--- config.mk ---
export PLATFORM = sky130hd
export DESIGN_NAME = astc_top
export DESIGN_NICKNAME = d
export VERILOG_FILES = /design/src/hdl/astc_top.v
export VERILOG_INCLUDE_DIRS = /design/src /design/src/hdl
export SDC_FILE = /design/constraint.sdc
export NUM_CORES = 1
export LEC_CHECK = 0
export BUFFER_PORTS_ARGS = -buffer_cell sky130_fd_sc_hd__buf_2
export CORE_MARGIN = 5
export CORE_UTILIZATION = 55
export DETAILED_ROUTE_END_ITERATION = 16
export GPL_TIMING_DRIVEN = 0
export PLACE_DENSITY = 0.77
export SYNTH_ARGS = -nofsm -noshare
export SYNTH_HDL_FRONTEND = slang
export SYNTH_SLANG_ARGS = --single-unit
--- constraint.sdc ---
create_clock -name CLK_SYS -period 2.1 [get_ports CLK_SYS]
set_input_delay 0.42 -clock CLK_SYS [delete_from_list [all_inputs] [get_ports CLK_SYS]]
set_output_delay 0.42 -clock CLK_SYS [all_outputs]
set_load 0.1 [all_outputs]
--- src/hdl/astc_defs.vh ---
// Constants for the avionics serial transmit control block.
// Assumes inclusion by bare name from hdl/ design files only.
`ifndef ASTC_DEFS_VH
`define ASTC_DEFS_VH

// Bits per serial word.
`define ASTC_WORD_BITS 16
// Words after which the controller role reports message done.
`define ASTC_BC_WORDS 6'h21
// Word count meaning for an all-zero count field.
`define ASTC_ZERO_COUNT 6'h20
// Position of the transmit/receive bit in a command word (MSB first).
`define ASTC_TR_BIT 10
// Position of the top bit of the address field.
`define ASTC_ADDR_MSB 15
// Position of the low end of the address field.
`define ASTC_ADDR_LSB 11
// Position of the top bit of the word count field.
`define ASTC_COUNT_MSB 4
// Position of the low end of the word count field.
`define ASTC_COUNT_LSB 0
// Reset value of the holding buffer.
`define ASTC_BUF_RST 16'h0000

`endif

--- src/hdl/astc_top.v ---
// Transmit-side control of a serial word converter: encoder handshake,
// holding buffer to shift register transfer, message done and transmit enable.
// Assumes all pin inputs are asynchronous to CLK_SYS and are much slower
// than it (shift clock and envelopes at about 12.5 MHz or less).
//
// How it works
// - Ready window means encoder accepts serial data.
// - Window low copies holding buffer into shifter.
// - Data request high when holding register free.
// - Terminal receive: message done low after counted words.
// - Transmit: message done marks words all sent.
// - Controller role: done after 33 sent words.
// - Transmit enable output starts encoder sending.
// - Controller role: each request pulse toggles enable.
// - Controller role: second pulse clears enable.
// - Terminal: transmit command interrupt, pulse sets enable.
// - Terminal: last word window or pulse clears.
// - Terminal: last data sync fall sets enable.
// - Enable from receive cleared in next window.
// - Role select 0 controller, 1 terminal.
// - NRZ serial out, one bit per shift clock.
// - Transmit interrupt on own address, bit six.
// - Last five command bits give word count.
// - Most significant bit goes first.
`include "astc_defs.vh"

module astc_top
#(
  parameter WORD_BITS = `ASTC_WORD_BITS
)
(
  input  wire       CLK_SYS,
  input  wire       ARST_N,
  input  wire       ENCODER_READY_WINDOW,
  input  wire       SERIAL_SHIFT_CLOCK,
  input  wire       CONTROLLER_ROLE_SELECT,
  input  wire       TRANSMIT_REQUEST_PULSE,
  input  wire       DATA_SYNC_ENVELOPE,
  input  wire       COMMAND_SYNC_ENVELOPE,
  input  wire       RECEIVE_CLOCK,
  input  wire       RECEIVE_DATA,
  input  wire [4:0] TERMINAL_ADDRESS_INPUTS,
  input  wire       INTERRUPT_ACKNOWLEDGE_N,
  input  wire       TAKE_DATA_STROBE,
  input  wire [7:0] HOST_DATA,
  output reg        HOLDING_BUFFER_REQUEST,
  output reg        MESSAGE_DONE_N,
  output reg        TRANSMIT_ENABLE,
  output reg        SERIAL_OUT_DATA,
  output reg        TRANSMIT_INTERRUPT_N
);

  // ------------------------------------------------------------
  // Input synchronisers
  // ------------------------------------------------------------

  // Two-stage synchronisers for nine single-bit pins, seven of them edge-detected; stage one feeds stage two only.
  reg [8:0] sync_a;              // First stage.
  reg [8:0] sync_b;              // Second stage, the only one logic reads.
  reg [8:0] sync_c;              // Previous value of the second stage, for edges.
  reg [4:0] addr_a;              // Address first stage.
  reg [4:0] addr_b;              // Address second stage.
  reg [7:0] data_a;              // Host byte first stage.
  reg [7:0] data_b;              // Host byte second stage.
  reg       ack_a;               // Acknowledge first stage.
  reg       ack_b;               // Acknowledge second stage, the only one logic reads.

  // Sample all pins on every system clock.
  always @(posedge CLK_SYS or negedge ARST_N)
  begin
    if (!ARST_N)
    begin
      sync_a <= 9'h000;
      sync_b <= 9'h000;
      sync_c <= 9'h000;
      addr_a <= 5'h00;
      addr_b <= 5'h00;
      data_a <= 8'h00;
      data_b <= 8'h00;
      // Acknowledge idles high; resetting it low would fake a clear.
      ack_a  <= 1'b1;
      ack_b  <= 1'b1;
    end
    else
    begin
      sync_a <= {TAKE_DATA_STROBE, RECEIVE_DATA, RECEIVE_CLOCK, COMMAND_SYNC_ENVELOPE,
                 DATA_SYNC_ENVELOPE, TRANSMIT_REQUEST_PULSE, CONTROLLER_ROLE_SELECT,
                 SERIAL_SHIFT_CLOCK, ENCODER_READY_WINDOW};
      sync_b <= sync_a;
      sync_c <= sync_b;
      addr_a <= TERMINAL_ADDRESS_INPUTS;
      addr_b <= addr_a;
      data_a <= HOST_DATA;
      data_b <= data_a;
      ack_a  <= INTERRUPT_ACKNOWLEDGE_N;
      ack_b  <= ack_a;
    end
  end

  // Synchronised levels and edges.
  wire window    = sync_b[0];                    // Encoder ready window level.
  wire win_fall  = sync_c[0] & ~sync_b[0];       // Window closed.
  wire serial_shift_clock_up  = sync_b[1] & ~sync_c[1];       // Rising transmit shift clock.
  wire terminal  = sync_b[2];                    // Role: 1 terminal, 0 controller.
  wire req_rise  = sync_b[3] & ~sync_c[3];       // One request pulse, seen once.
  wire dsync     = sync_b[4];                    // Data sync envelope level.
  wire dsync_up  = sync_b[4] & ~sync_c[4];       // Data word starts.
  wire dsync_dn  = ~sync_b[4] & sync_c[4];       // Data word ends.
  wire csync     = sync_b[5];                    // Command sync envelope level.
  wire csync_up  = sync_b[5] & ~sync_c[5];       // Command word starts.
  wire csync_dn  = ~sync_b[5] & sync_c[5];       // Command word ends.
  wire rxclk_up  = sync_b[6] & ~sync_c[6];       // Rising receive clock.
  wire rx_bit    = sync_b[7];                    // Received serial bit.
  wire tde_rise  = sync_b[8] & ~sync_c[8];       // Host byte strobe.

  // ------------------------------------------------------------
  // Word count helper
  // ------------------------------------------------------------

  // Turns the five-bit count field into a word count; zero means thirty-two.
  function [5:0] word_count;
    input [4:0] field;
    begin
      word_count = (field == 5'h00) ? `ASTC_ZERO_COUNT : {1'b0, field};
    end
  endfunction

  // ------------------------------------------------------------
  // Receive command decode
  // ------------------------------------------------------------

  reg [15:0] rx_shift;           // Receive shift register, MSB first.
  reg [5:0]  rx_target;          // Words expected in this message.
  reg [5:0]  rx_count;           // Data words received so far.
  reg        rx_active;          // A receive message addressed to us is open.

  // Shift the receive stream MSB first and decode each command.
  always @(posedge CLK_SYS or negedge ARST_N)
  begin
    if (!ARST_N)
    begin
      rx_shift  <= 16'h0000;
      rx_target <= 6'h00;
      rx_count  <= 6'h00;
      rx_active <= 1'b0;
      TRANSMIT_INTERRUPT_N <= 1'b1;
    end
    else
    begin
      if (rxclk_up && (dsync || csync))
        rx_shift <= {rx_shift[14:0], rx_bit};
      if (csync_dn && rx_shift[`ASTC_ADDR_MSB:`ASTC_ADDR_LSB] == addr_b)
      begin
        rx_target <= word_count(rx_shift[`ASTC_COUNT_MSB:`ASTC_COUNT_LSB]);
        rx_count  <= 6'h00;
        rx_active <= ~rx_shift[`ASTC_TR_BIT];
      end
      else if (dsync_dn && rx_active)
        rx_count <= rx_count + 6'h01;
      // Set wins over acknowledge.
      if (csync_dn && rx_shift[`ASTC_ADDR_MSB:`ASTC_ADDR_LSB] == addr_b && rx_shift[`ASTC_TR_BIT])
        TRANSMIT_INTERRUPT_N <= 1'b0;
      else if (!ack_b)
        TRANSMIT_INTERRUPT_N <= 1'b1;
    end
  end

  // Last data word of a receive message has just ended.
  wire rx_last = dsync_dn && rx_active && (rx_count + 6'h01 == rx_target);

  // ------------------------------------------------------------
  // Holding buffer and transmit shifter
  // ------------------------------------------------------------

  reg [15:0] hold;               // Transmit holding buffer.
  reg        hold_full;          // Holding buffer has a whole word.
  reg        byte_half;          // Next strobe fills the low byte.
  reg [15:0] tx_shift;           // Transmit shift register.
  reg [5:0]  tx_count;           // Words sent in this message.
  reg [5:0]  tx_target;          // Words to send in this message.
  reg        from_rx;            // Enable was raised by a received message.

  // Host bytes fill the buffer high byte first; window low moves it on.
  always @(posedge CLK_SYS or negedge ARST_N)
  begin
    if (!ARST_N)
    begin
      hold      <= `ASTC_BUF_RST;
      hold_full <= 1'b0;
      byte_half <= 1'b0;
      tx_shift  <= `ASTC_BUF_RST;
      tx_count  <= 6'h00;
      tx_target <= 6'h00;
      from_rx   <= 1'b0;
      HOLDING_BUFFER_REQUEST <= 1'b0;
      MESSAGE_DONE_N         <= 1'b1;
      TRANSMIT_ENABLE        <= 1'b0;
      SERIAL_OUT_DATA        <= 1'b0;
    end
    else
    begin
      // Two strobes make one word.
      if (tde_rise && !hold_full)
      begin
        if (!byte_half)
          hold[15:8] <= data_b;
        else
          hold[7:0] <= data_b;
        byte_half <= ~byte_half;
        hold_full <= byte_half;
      end
      else if (!window && hold_full)
      begin
        tx_shift  <= hold;
        hold_full <= 1'b0;
      end
      // Shift one NRZ bit per shift clock inside the window.
      if (window && serial_shift_clock_up)
      begin
        SERIAL_OUT_DATA <= tx_shift[WORD_BITS-1];
        tx_shift <= {tx_shift[14:0], 1'b0};
      end
      HOLDING_BUFFER_REQUEST <= ~hold_full;

      // Enable control per role.
      if (!terminal)
      begin
        from_rx <= 1'b0;
        if (req_rise)
        begin
          TRANSMIT_ENABLE <= ~TRANSMIT_ENABLE;
          tx_count  <= 6'h00;
          tx_target <= `ASTC_BC_WORDS;
          MESSAGE_DONE_N <= 1'b1;
        end
      end
      else if (req_rise && TRANSMIT_ENABLE)
      begin
        // A pulse ends either kind of transmit, so forget where it came from.
        TRANSMIT_ENABLE <= 1'b0;
        from_rx <= 1'b0;
      end
      else if (req_rise && !TRANSMIT_INTERRUPT_N)
      begin
        TRANSMIT_ENABLE <= 1'b1;
        from_rx <= 1'b0;
        tx_count  <= 6'h00;
        tx_target <= rx_target + 6'h01;
        MESSAGE_DONE_N <= 1'b1;
      end
      else if (rx_last)
      begin
        TRANSMIT_ENABLE <= 1'b1;
        from_rx <= 1'b1;
        MESSAGE_DONE_N <= 1'b0;
      end
      else if (win_fall && TRANSMIT_ENABLE && from_rx)
      begin
        TRANSMIT_ENABLE <= 1'b0;
        from_rx <= 1'b0;
      end
      else if (win_fall && TRANSMIT_ENABLE && tx_count + 6'h01 == tx_target)
        TRANSMIT_ENABLE <= 1'b0;

      // Count words sent; done low when the target is met.
      if (win_fall && TRANSMIT_ENABLE && !from_rx)
      begin
        tx_count <= tx_count + 6'h01;
        if (tx_count + 6'h01 == tx_target)
          MESSAGE_DONE_N <= 1'b0;
      end
      // A new command while idle opens a new message, so done goes back high.
      if (csync_up && !TRANSMIT_ENABLE)
        MESSAGE_DONE_N <= 1'b1;
    end
  end

endmodule

## Word level (Yosys, flattened, before mapping)

Cells that the tools add are included.

| word-level totals | value |
|---|---|
| word-level logic and storage cells | 132 |
| register bits | 136 |
| output and inout port bits | 5 |

| operators by class | value |
|---|---|
| reductions and logical operators | 33 |
| $add $sub $neg | 3 |
| bitwise logic cells | 20 |
| equal/unequal tests | 11 |
| multiplexer cells | 39 |

Operator list:

| cell | number |
|---|---|
| 2-to-1 mux 6 bit | 12 |
| 2-to-1 mux 16 bit | 3 |
| 2-to-1 mux 1 bit | 24 |
| adder 6 x 1 -> 6 bit, second input constant | 3 |
| logical AND 1 bit | 15 |
| == test 6 bit | 2 |
| NOT 1 bit | 12 |
| AND 1 bit | 8 |
| AND reduction 2 bit | 4 |
| nonzero test 2 bit | 4 |
| inequality test 2 x 1 -> 1 bit, second input constant | 3 |
| inequality test 6 x 1 -> 1 bit, second input constant | 1 |
| AND reduction 3 bit | 2 |
| == test 5 bit | 1 |
| logical NOT 1 bit | 5 |
| logical NOT 5 bit | 1 |
| inequality test 5 x 1 -> 1 bit, second input constant | 1 |
| inequality test 3 x 1 -> 1 bit, second input constant | 1 |
| inequality test 3 x 2 -> 1 bit, second input constant | 1 |
| nonzero test 3 bit | 1 |
| inequality test 2 bit, second input constant | 1 |
| logical OR 1 bit | 1 |

## Longest topological paths before layout

Gate-level depths: netlist of run 1.

| logic depth | value |
|---|---|
| depth in word-level cells | 11 |
| gate-level depth with buffers | 6 |

## Worst setup path after synthesis of run 1

No wires, ideal clock.

| path | value |
|---|---|
| path kind | flip-flop to flip-flop |
| start | reg TRANSMIT_ENABLE |
| end | reg MESSAGE_DONE_N |
| arrival time | 2.188 ns |
| path buffers | 1 |
| library setup time | 0.080 ns |
| stages on the path, launching flop included | 6 |
| required time | 2.020 ns |
| setup slack | -0.167 ns |
| clock period less this slack | 2.267 ns |
| path through | dfrtp_1 -> nand3b_1 -> or2_1 -> clkbuf_1 -> or3_1 -> a32o_1 |

| between the ends | value |
|---|---|
| word-level cells in the longest chain between the ends | 6 |
| elaborated cells between the ends (all ways) | 10 |
| those cells by class | 5 x mux; 5 x reduce/logical |

Ends and longest elaborated chain:

| what | line | text |
|---|---|---|
| start, declared | astc_top.v:48 | `output reg TRANSMIT_ENABLE,` |
| start signal, assigned | astc_top.v:231 | `TRANSMIT_ENABLE <= ~TRANSMIT_ENABLE;` |
| logical AND 1 bit | astc_top.v:237 | `else if (req_rise && TRANSMIT_ENABLE)` |
| 2-to-1 mux 1 bit | astc_top.v:237 |  |
| 2-to-1 mux 1 bit | astc_top.v:226 | `if (!terminal)` |
| 2-to-1 mux 1 bit | astc_top.v:269 | `if (tx_count + 6'h01 == tx_target)` |
| 2-to-1 mux 1 bit | astc_top.v:266 | `if (win_fall && TRANSMIT_ENABLE && !from_rx)` |
| 2-to-1 mux 1 bit * | astc_top.v:273 | `if (csync_up && !TRANSMIT_ENABLE)` |
| end signal, assigned | astc_top.v:234 | `MESSAGE_DONE_N <= 1'b1;` |
| end signal, assigned | astc_top.v:270 | `MESSAGE_DONE_N <= 1'b0;` |
| end signal, assigned | astc_top.v:274 | `MESSAGE_DONE_N <= 1'b1;` |
| end, declared | astc_top.v:47 | `output reg MESSAGE_DONE_N,` |

Every way passes the cells marked *; elsewhere a longest branch is shown, timed or not.
A chain may end at the register's enable or synchronous reset.

## Worst setup path in the final report of run 1

| path | value |
|---|---|
| start | reg TRANSMIT_INTERRUPT_N |
| end | out TRANSMIT_INTERRUPT_N |

RTL lines:

| what | line | text |
|---|---|---|
| start, declared | astc_top.v:50 | `output reg TRANSMIT_INTERRUPT_N` |
| start signal, assigned | astc_top.v:146 | `TRANSMIT_INTERRUPT_N <= 1'b1;` |
| start signal, assigned | astc_top.v:162 | `TRANSMIT_INTERRUPT_N <= 1'b0;` |
| start signal, assigned | astc_top.v:164 | `TRANSMIT_INTERRUPT_N <= 1'b1;` |

No word-level cell between the ends.

==> impl_results.md, run 1 <==
* Register area share after synthesis at 65.9%
* Root buffer cell: clkbuf_8
* Min-delay worst type: in2reg
* Die height at 106 um
* Antenna viol nets, final at 0
* Final HPWL DP at 5510 um
* Overall power at 0.00764 W
* Core area at 9150 sq um
* CP peak stage delay at 0.57 ns
* Worst skew pair latency at 0.51 ns
* Area Overhead vs Synth at 21.9%
* Nets at 492
* Crit path buf inv count at 1
* Max-slew violation total from the final report at 0
* P_leak at 2.84 nW
* Largest net degree at the start of global routing at 97
* Avg WL per Cell at 15.9 um
* Post-synthesis cell count at 395
* Asr flop ratio synth at 100%
* GRT Max-Usage Layer: met2
* Distinct cells, synth at 45
* CTS Buffer Depth at 2
* Clk sinks at 134
* RSZ-0062 raised after global routing: no
* Post-synth top area share at 63.8%
* FP Rows at 35
* Minimum clock period at 1.94 ns
* Top-level I/O count at 30
* Gpl congestion at 0.846
* Status: completed
* Startpoint types: register
* Max_slew headroom at 41.0%
* Vias at 3211
* Hold Fails Final Rpt at 0
* DRC at 0
* Cts bufs inserted at 17
* Cell depth of the worst setup path at 1
* Antenna violations before repair at 0
* Fmax at 0.516 GHz
* Setup WS post-layout at 0.163 ns
* Met3 GRT Util at 4.55%
* Initial drt markers at 203
* Largest area contributor in the netlist: dfrtp_1
* CTS tree: done
* Layout fillers at 622
* Non-Filler Instances at 588
* R2R depth at 6
* Port Buffer Count at 29
* Crit path DAT at 1.52 ns
* Clock skew at 0.00603 ns
* WL final at 9360 um
* Share of layout cells above drive strength 1 at 24.3%
* Post-DP Area at 5420 sq um
* #FFs+latches synth at 134
* Starting Density at 55.7%
* Avg Cell Area, Syn at 12.9 sq um
* Global-route wire length before repair at 16100 um
* Ys Warns at 0
* Tcrit/Tclk final at 92.2%
* Fin area at 6210 sq um
* Htree depth at 4
* Pre-CTS setup slack at 0.186 ns
* Total grt overflow at 0
* Hold path cells at 1
* Max-cap violations at 0
* # setup viols final at 0
* Most frequent cell after synthesis: dfrtp_1
* Crit-path cells: buf_2
* Slowest cell on crit path: dfstp_2
* Routing usage on met2 at 30.6%
* Die area at 11300 sq um
* Post-synth EDFFs at 0
* Worst-margin pin slew at 0.882 ns
* GRT Overall Usage at 18.3%
* Die W at 106 um
* VDD IR-drop max at 823 uV
* Synth area leaders: dfrtp_1 (64%), mux2_2 (8.4%), nand2_1 (3.9%)
* Vias in the first global route at 3379
* M1 GR Usage at 23.3%
* Via density at 5.46
* Mapped Nets at 423
* Placed insts at 536
* Worst Path Required at 1.68 ns
* Setup bufs post-CTS at 0
* Clock Pin Slew Worst Setup and Hold Paths at 0.06 ns
* Pwr dens at 1230 nW/um^2
* Crit. End Element: output port
* # diodes at 0
* Post-Syn Area at 5100 sq um
* Synth Flop Type: dfrtp_1
* CP top delay family: flip-flops
* Pre-antenna DRT Iters at 4
* Synth cell count leaders: dfrtp_1 (130), nand2_1 (53), mux2_2 (38)
* Crit-path max FO at 6
* Type of the worst setup path: reg2out
report_power, final:
part	switching, W	leakage (nW)	internal [W]
Sequential	0.000422	1.65	0.00315
Combinational	0.000618	0.910	0.000570
Clock	0.00116	0.280	0.00172
routing by layer:
layer | up-vias | wire length (um)
met1 | 1634 | 4010
met4 | 0 | 130
met2 | 65 | 4840
met3 | 14 | 383
li1 | 1498 | -
met5 | - | 0
timing repair:
item,CTS,global route
hold endpoints to repair,56,0
gates resized for setup,0,3
setup endpoints to repair,0,12
hold buffers,20,0
registers in the layout, indices dropped and copies added (netlist names), 7 cells and up:
register,cells
sync_b,9
tx_shift,16
data_b,8
sync_c,7
hold,16
data_a,8
sync_a,9
rx_shift,16
worst register-to-register path: cells and delay by family, from the launching register on:
kind | cells | cell delay (ns)
AOI/OAI and AO/OA | 3 | 0.75
xor gates and xnor gates | 1 | 0.16
adders and majority gates | 1 | 0.35
DFF | 1 | 0.45
and+or+nand+nor | 1 | 0.09
final timing paths:
path	startpoint	end	slack (ns)
setup / recovery	TRANSMIT_INTERRUPT_N	TRANSMIT_INTERRUPT_N	0.16
hold / removal	TRANSMIT_REQUEST_PULSE	sync_a[3]	0.02
setup reg to reg	rx_count[0]	TRANSMIT_ENABLE	0.21
hold reg to reg	sync_a[6]	sync_b[6]	0.35
max in group asynchronous	ARST_N	tx_shift[2]	0.96
min in group asynchronous	ARST_N	rx_count[2]	0.38
layout by cell type (no fill, tap or decap), types with 3 or more instances in the layout:
cell and count:
dfrtp_1 129, nand2_1 53, mux2_2 38, buf_2 29, nor2_1 23, dlygate4sd3_1 20
xnor2_1 19, o21ai_0 18, clkbuf_16 16, a22oi_1 15, xor2_1 11, inv_1 8
nand3_1 8, a21oi_1 7, clkbuf_1 6, nor2b_1 5, inv_6 5, dfstp_2 4
nand3b_1 3, and3_1 3, a31oi_1 3, nor3_1 3, o22ai_1 3, ha_1 3
clkinvlp_4 3
layout make-up:
class	instances	area (sq um)	share of cell area [%]
clock inverter	15	168	2.70
timing repair buffer	50	379	6.10
multi-input combinational	242	1640	26.4
buffer	11	86.3	1.39
clock buffer	17	414	6.66
sequential	134	3360	54.1
inverter	8	30.0	0.483
tap	111	139	2.23
metrics by stage:
stage               TNS, ns  hold slack (ns)  util [%]
floorplan                 0            0.124         -
global placement    -137.51            0.332      58.8
detailed placement        0            0.335      59.2
CTS                       0          0.00302      67.7
global route              0          0.00401      67.9
finish                    0           0.0182      67.9
cell families (layout without fill, tap and decap cells):
logic type	count (synthesis)	count (layout)	synth area share (%)
compound gates	58	58	7.36
mux	38	38	8.39
xor+xnor	30	30	5.15
simple gates	113	113	10.2
buf+inv	19	101	2.28
flops	134	134	65.9
fa+ha+maj	3	3	0.736
Power figures use the tool's default switching activity.
==> run 2: changes to the inputs <==
PLACE_DENSITY = 0.7   (was 0.77)
==> impl_results.md, run 2 (same netlist as run 1, synthesis figures left out) <==
* Hold Fails Final Rpt at 0
* Die W at 106 um
* Min-delay worst type: reg2reg
* Crit path DAT at 1.57 ns
* Worst-margin pin slew at 0.789 ns
* Max_slew headroom at 47.2%
* Most common cell after layout, fill and taps aside: dfrtp_1
* Type of the worst setup path: reg2out
* Tcrit/Tclk final at 94.5%
* Max-slew violation total from the final report at 0
* Hold_sp: sync_a[1]
* CTS Buffer Depth at 2
* Crit path buf inv count at 1
* Total grt overflow at 0
* Die height at 106 um
* # diodes at 0
* FP Rows at 35
* Crit-path cells: buf_2
* Regs by FF count: hold x16, rx_shift x16, tx_shift x16
* DRC at 0
* Die area at 11300 sq um
* Fmax at 0.504 GHz
* Initial drt markers at 191
* Htree depth at 4
* Core area at 9150 sq um
* Pre-antenna DRT Iters at 4
* VDD IR-drop max at 682 uV
* Largest net degree at the start of global routing at 88
* CP peak stage delay at 0.60 ns
* Vias at 3167
* Clock Pin Slew Worst Setup and Hold Paths at 0.06 ns
* Reg area at 3360 sq um
* Worst skew pair latency at 0.52 ns
* Vias in the first global route at 3239
* # setup viols final at 0
* Crit-path max FO at 6
* Area Overhead vs Synth at 22.2%
* Starting Density at 55.7%
* Clock skew at 0.0138 ns
* Clk sinks at 134
* Max-cap violations at 0
* Share of layout cells above drive strength 1 at 23.7%
* Final HPWL DP at 5570 um
* Antenna viol nets, final at 0
* Area occupied by multi-input gates at 1640 sq um
* Most frequent cells in the layout: dfrtp_1 (129), nand2_1 (53), mux2_2 (38)
* CP top delay family: flip-flops
* Port Buffer Count at 29
* Root buffer cell: clkbuf_8
* P_leak at 2.83 nW
* R2R Path Start: rx_count[0]
* Nets at 496
* Worst Path Required at 1.68 ns
* Avg WL per Cell at 15.3 um
* Top-level I/O count at 30
* Layout fillers at 625
* CTS tree: done
* Global-route wire length before repair at 15900 um
* Antenna violations before repair at 0
* WL final at 9070 um
* Crit path from: TRANSMIT_INTERRUPT_N
* Status: completed
* Startpoint types: register
* Pwr dens at 1200 nW/um^2
* RSZ-0062 raised after global routing: no
* Placed insts at 536
* GRT Overall Usage at 18.0%
* Slowest cell on crit path: dfstp_2
* Crit. End Element: output port
* Gpl congestion at 0.843
* Non-Filler Instances at 592
* Cts bufs inserted at 17
* Setup_tns at 0 ns
* Via density at 5.35
* Minimum clock period at 1.99 ns
## run 2: cell count changes in the layout (fill, tap and decap cells not counted), sizes merged
cell	delta
clkinvlp	+1
inv	-3
dlygate4sd3	+4
bufinv	-1
clkbuf	+3
## run 2: path summary, 6_finish.rpt
kind | depth (start not counted) | slack (ns) | to
setup / recovery | 1 | 0.11 | TRANSMIT_INTERRUPT_N
hold / removal | 0 | 0.35 | sync_b[1]
setup reg to reg | 6 | 0.17 | MESSAGE_DONE_N
hold reg to reg | 0 | 0.35 | sync_b[1]
max in group asynchronous | 3 | 0.93 | MESSAGE_DONE_N
min in group asynchronous | 2 | 0.40 | rx_count[4]
## run 2: through the flow
stage / hold slack (ns) / area, sq um / utilization (%) / total power, W / worst slack [ns]
finish: 0.346 / 6230 / 68.1 / 0.00746 / 0.115
global route: 0.355 / 6230 / 68.1 / 0.00788 / 0.0209
floorplan: 0.124 / 5100 / - / 0.00436 / 0.163
global placement: 0.332 / 5380 / 58.8 / 0.00464 / -1.30
CTS: 0.346 / 6210 / 67.9 / 0.00752 / 0.0891
detailed placement: 0.335 / 5420 / 59.2 / 0.00472 / 0.171
## run 2: metal layers
layer | global-route usage, % | up-vias | wire (um)
met5 | 0 | - | 0
met4 | 6.11 | 0 | 80
met3 | 5.53 | 8 | 352
met2 | 26.7 | 74 | 4330
met1 | 25.5 | 1569 | 4310
li1 | - | 1516 | -
## run 2: area by class of cell
| type | count | area share (%) |
|---|---|---|
| inverters | 8 | 0.482 |
| plain buffers | 11 | 1.39 |
| clock inverters | 12 | 1.93 |
| multi-input cells | 242 | 26.3 |
| well taps | 111 | 2.23 |
| clock buffers | 20 | 6.99 |
| flip-flops and latches | 134 | 53.9 |
| repair buffers | 54 | 6.73 |
## run 2: report_power, final
group / leakage (nW) / internal, W / switching [W]
registers: 1.65 / 0.00315 / 0.000401
logic: 0.927 / 0.000574 / 0.000606
clock network: 0.260 / 0.00162 / 0.00111
## run 2: what timing repair did
action | CTS | global route
hold buffers | 24 | 0
endpoints found under the hold margin | 70 | 0
setup endpoints to repair | 0 | 3
resized for setup | 0 | 3
buffers inserted | 0 | 0
==> run 3: changes to the inputs <==
CORE_MARGIN = default   (was 5)
==> impl_results.md, run 3 (same netlist as run 1, synthesis figures left out) <==
* Crit. End Element: register
* Vias in the first global route at 3307
* P_leak at 2.86 nW
* Max_slew headroom at 51.3%
* Top-level I/O count at 30
* CTS Buffer Depth at 2
* DRC at 0
* Crit-path max FO at 9
* Layout fillers at 632
* Post-DP Area at 5410 sq um
* Root buffer cell: clkbuf_8
* Area Overhead vs Synth at 22.8%
* VDD IR-drop max at 1000 uV
* Overall power at 0.00775 W
* CP peak stage delay at 0.53 ns
* CTS tree: done
* RSZ-0062 raised after global routing: no
* Htree depth at 4
* Critical path's most frequent cell: o21ai_0
* Clock Pin Slew Worst Setup and Hold Paths at 0.06 ns
* Total grt overflow at 0
* Cts bufs inserted at 17
* Die W at 98.3 um
* Regs by FF count: hold x16, rx_shift x16, tx_shift x16
* Worst skew pair latency at 0.51 ns
* Nets at 495
* Avg WL per Cell at 15.4 um
* Via density at 5.43
* Worst Path Required at 2.49 ns
* Final HPWL DP at 5510 um
* Minimum clock period at 2.00 ns
* Startpoint types: register
* Antenna viol nets, final at 0
* GRT Overall Usage at 21.4%
* Setup bufs post-CTS at 0
* Fin area at 6260 sq um
* Hold Fails Final Rpt at 0
* Initial drt markers at 139
* Clock skew at 0.00928 ns
* Crit path DAT at 2.39 ns
* Most frequent cells in the layout: dfrtp_1 (129), nand2_1 (53), mux2_2 (38)
* Starting Density at 57.6%
* Die area at 9660 sq um
* Tcrit/Tclk final at 95.3%
* Gpl congestion at 0.806
* WL final at 9040 um
* Crit-path cells: or2_2 > a21oi_1 > nor2_1 > o21ai_0 > o21ai_0
* Fmax at 0.499 GHz
* Pwr dens at 1240 nW/um^2
* FP Rows at 34
* Max-cap violations at 0
* Port Buffer Count at 29
* Core area at 8850 sq um
* Slowest cell on crit path: a21oi_1
* Worst-margin pin slew at 0.728 ns
* Status: completed
* Pre-antenna DRT Iters at 6
* Global-route wire length before repair at 15700 um
* # setup viols final at 0
* Max-slew violation total from the final report at 0
* Type of the worst setup path: reg2reg
* # diodes at 0
* Share of layout cells above drive strength 1 at 23.8%
* Antenna violations before repair at 0
* Clk sinks at 134
* Min-delay worst type: in2reg
* Most common cell after layout, fill and taps aside: dfrtp_1
* Die height at 98.3 um
* Vias at 3192
* Largest net degree at the start of global routing at 75
-- run 3: path summary, 6_finish.rpt --
| check | cells past startpoint | start | end | slack (ns) |
|---|---|---|---|---|
| worst max register to register | 5 | TRANSMIT_ENABLE | tx_count[5] | 0.1 |
| max in group asynchronous | 3 | ARST_N | ack_a | 0.91 |
| worst min-delay path | 1 | TRANSMIT_REQUEST_PULSE | sync_a[3] | 0.04 |
| worst min register to register | 0 | sync_a[2] | sync_b[2] | 0.35 |
| min in group asynchronous | 2 | ARST_N | rx_count[4] | 0.44 |
| worst max-delay path | 5 | TRANSMIT_ENABLE | tx_count[5] | 0.1 |
-- run 3: repair_timing --
item                       in CTS  in global routing
gates resized for setup         0                  2
hold buffers                   23                  0
hold endpoints to repair       81                  0
setup endpoints to repair       0                 11
-- run 3: power by group --
part | total, W | switching, W | internal (W)
sequential | 0.00355 | 0.000402 | 0.00315
clock | 0.00302 | 0.00117 | 0.00185
combinational | 0.00117 | 0.000598 | 0.000574
total | 0.00775 | 0.00217 | 0.00557
-- run 3: area by class of cell --
cell class	instances	area [sq um]	area share, %
plain buffers	11	86.3	1.38
clock buffers	18	418	6.67
clock inverters	14	190	3.04
inverters	8	30.0	0.479
multi-input cells	242	1640	26.1
flip-flops and latches	134	3360	53.6
well taps	108	135	2.16
repair buffers	53	409	6.53
-- run 3: stage by stage --
stage | std cells | util, % | hold WS (ns) | TNS [ns] | setup slack (ns)
final | 588 | 70.8 | 0.0409 | 0 | 0.0977
after global routing | 588 | 70.8 | 0.00960 | 0 | 0.0313
after CTS | 588 | 70.7 | 0.0150 | 0 | 0.0965
after detailed placement | 533 | 61.2 | 0.335 | 0 | 0.149
after global placement | 532 | 60.8 | 0.331 | -140.20 | -1.30
after floorplan | 395 | - | 0.124 | 0 | 0.163
-- run 3: critical path: cells and delay by family, from the launching register on --
kind	cells	cell delay, ns
flip-flops	1	0.47
AO/OA/AOI/OAI	3	0.83
AND/OR/NAND/NOR	2	0.56
-- run 3: routing by layer --
metal	up-vias	track usage [%]	share of wire, %
li1	1508	-	-
met3	15	6.16	3.1
met5	-	0	0
met1	1606	27.6	46
met2	63	34.5	49
met4	0	8.27	1.9
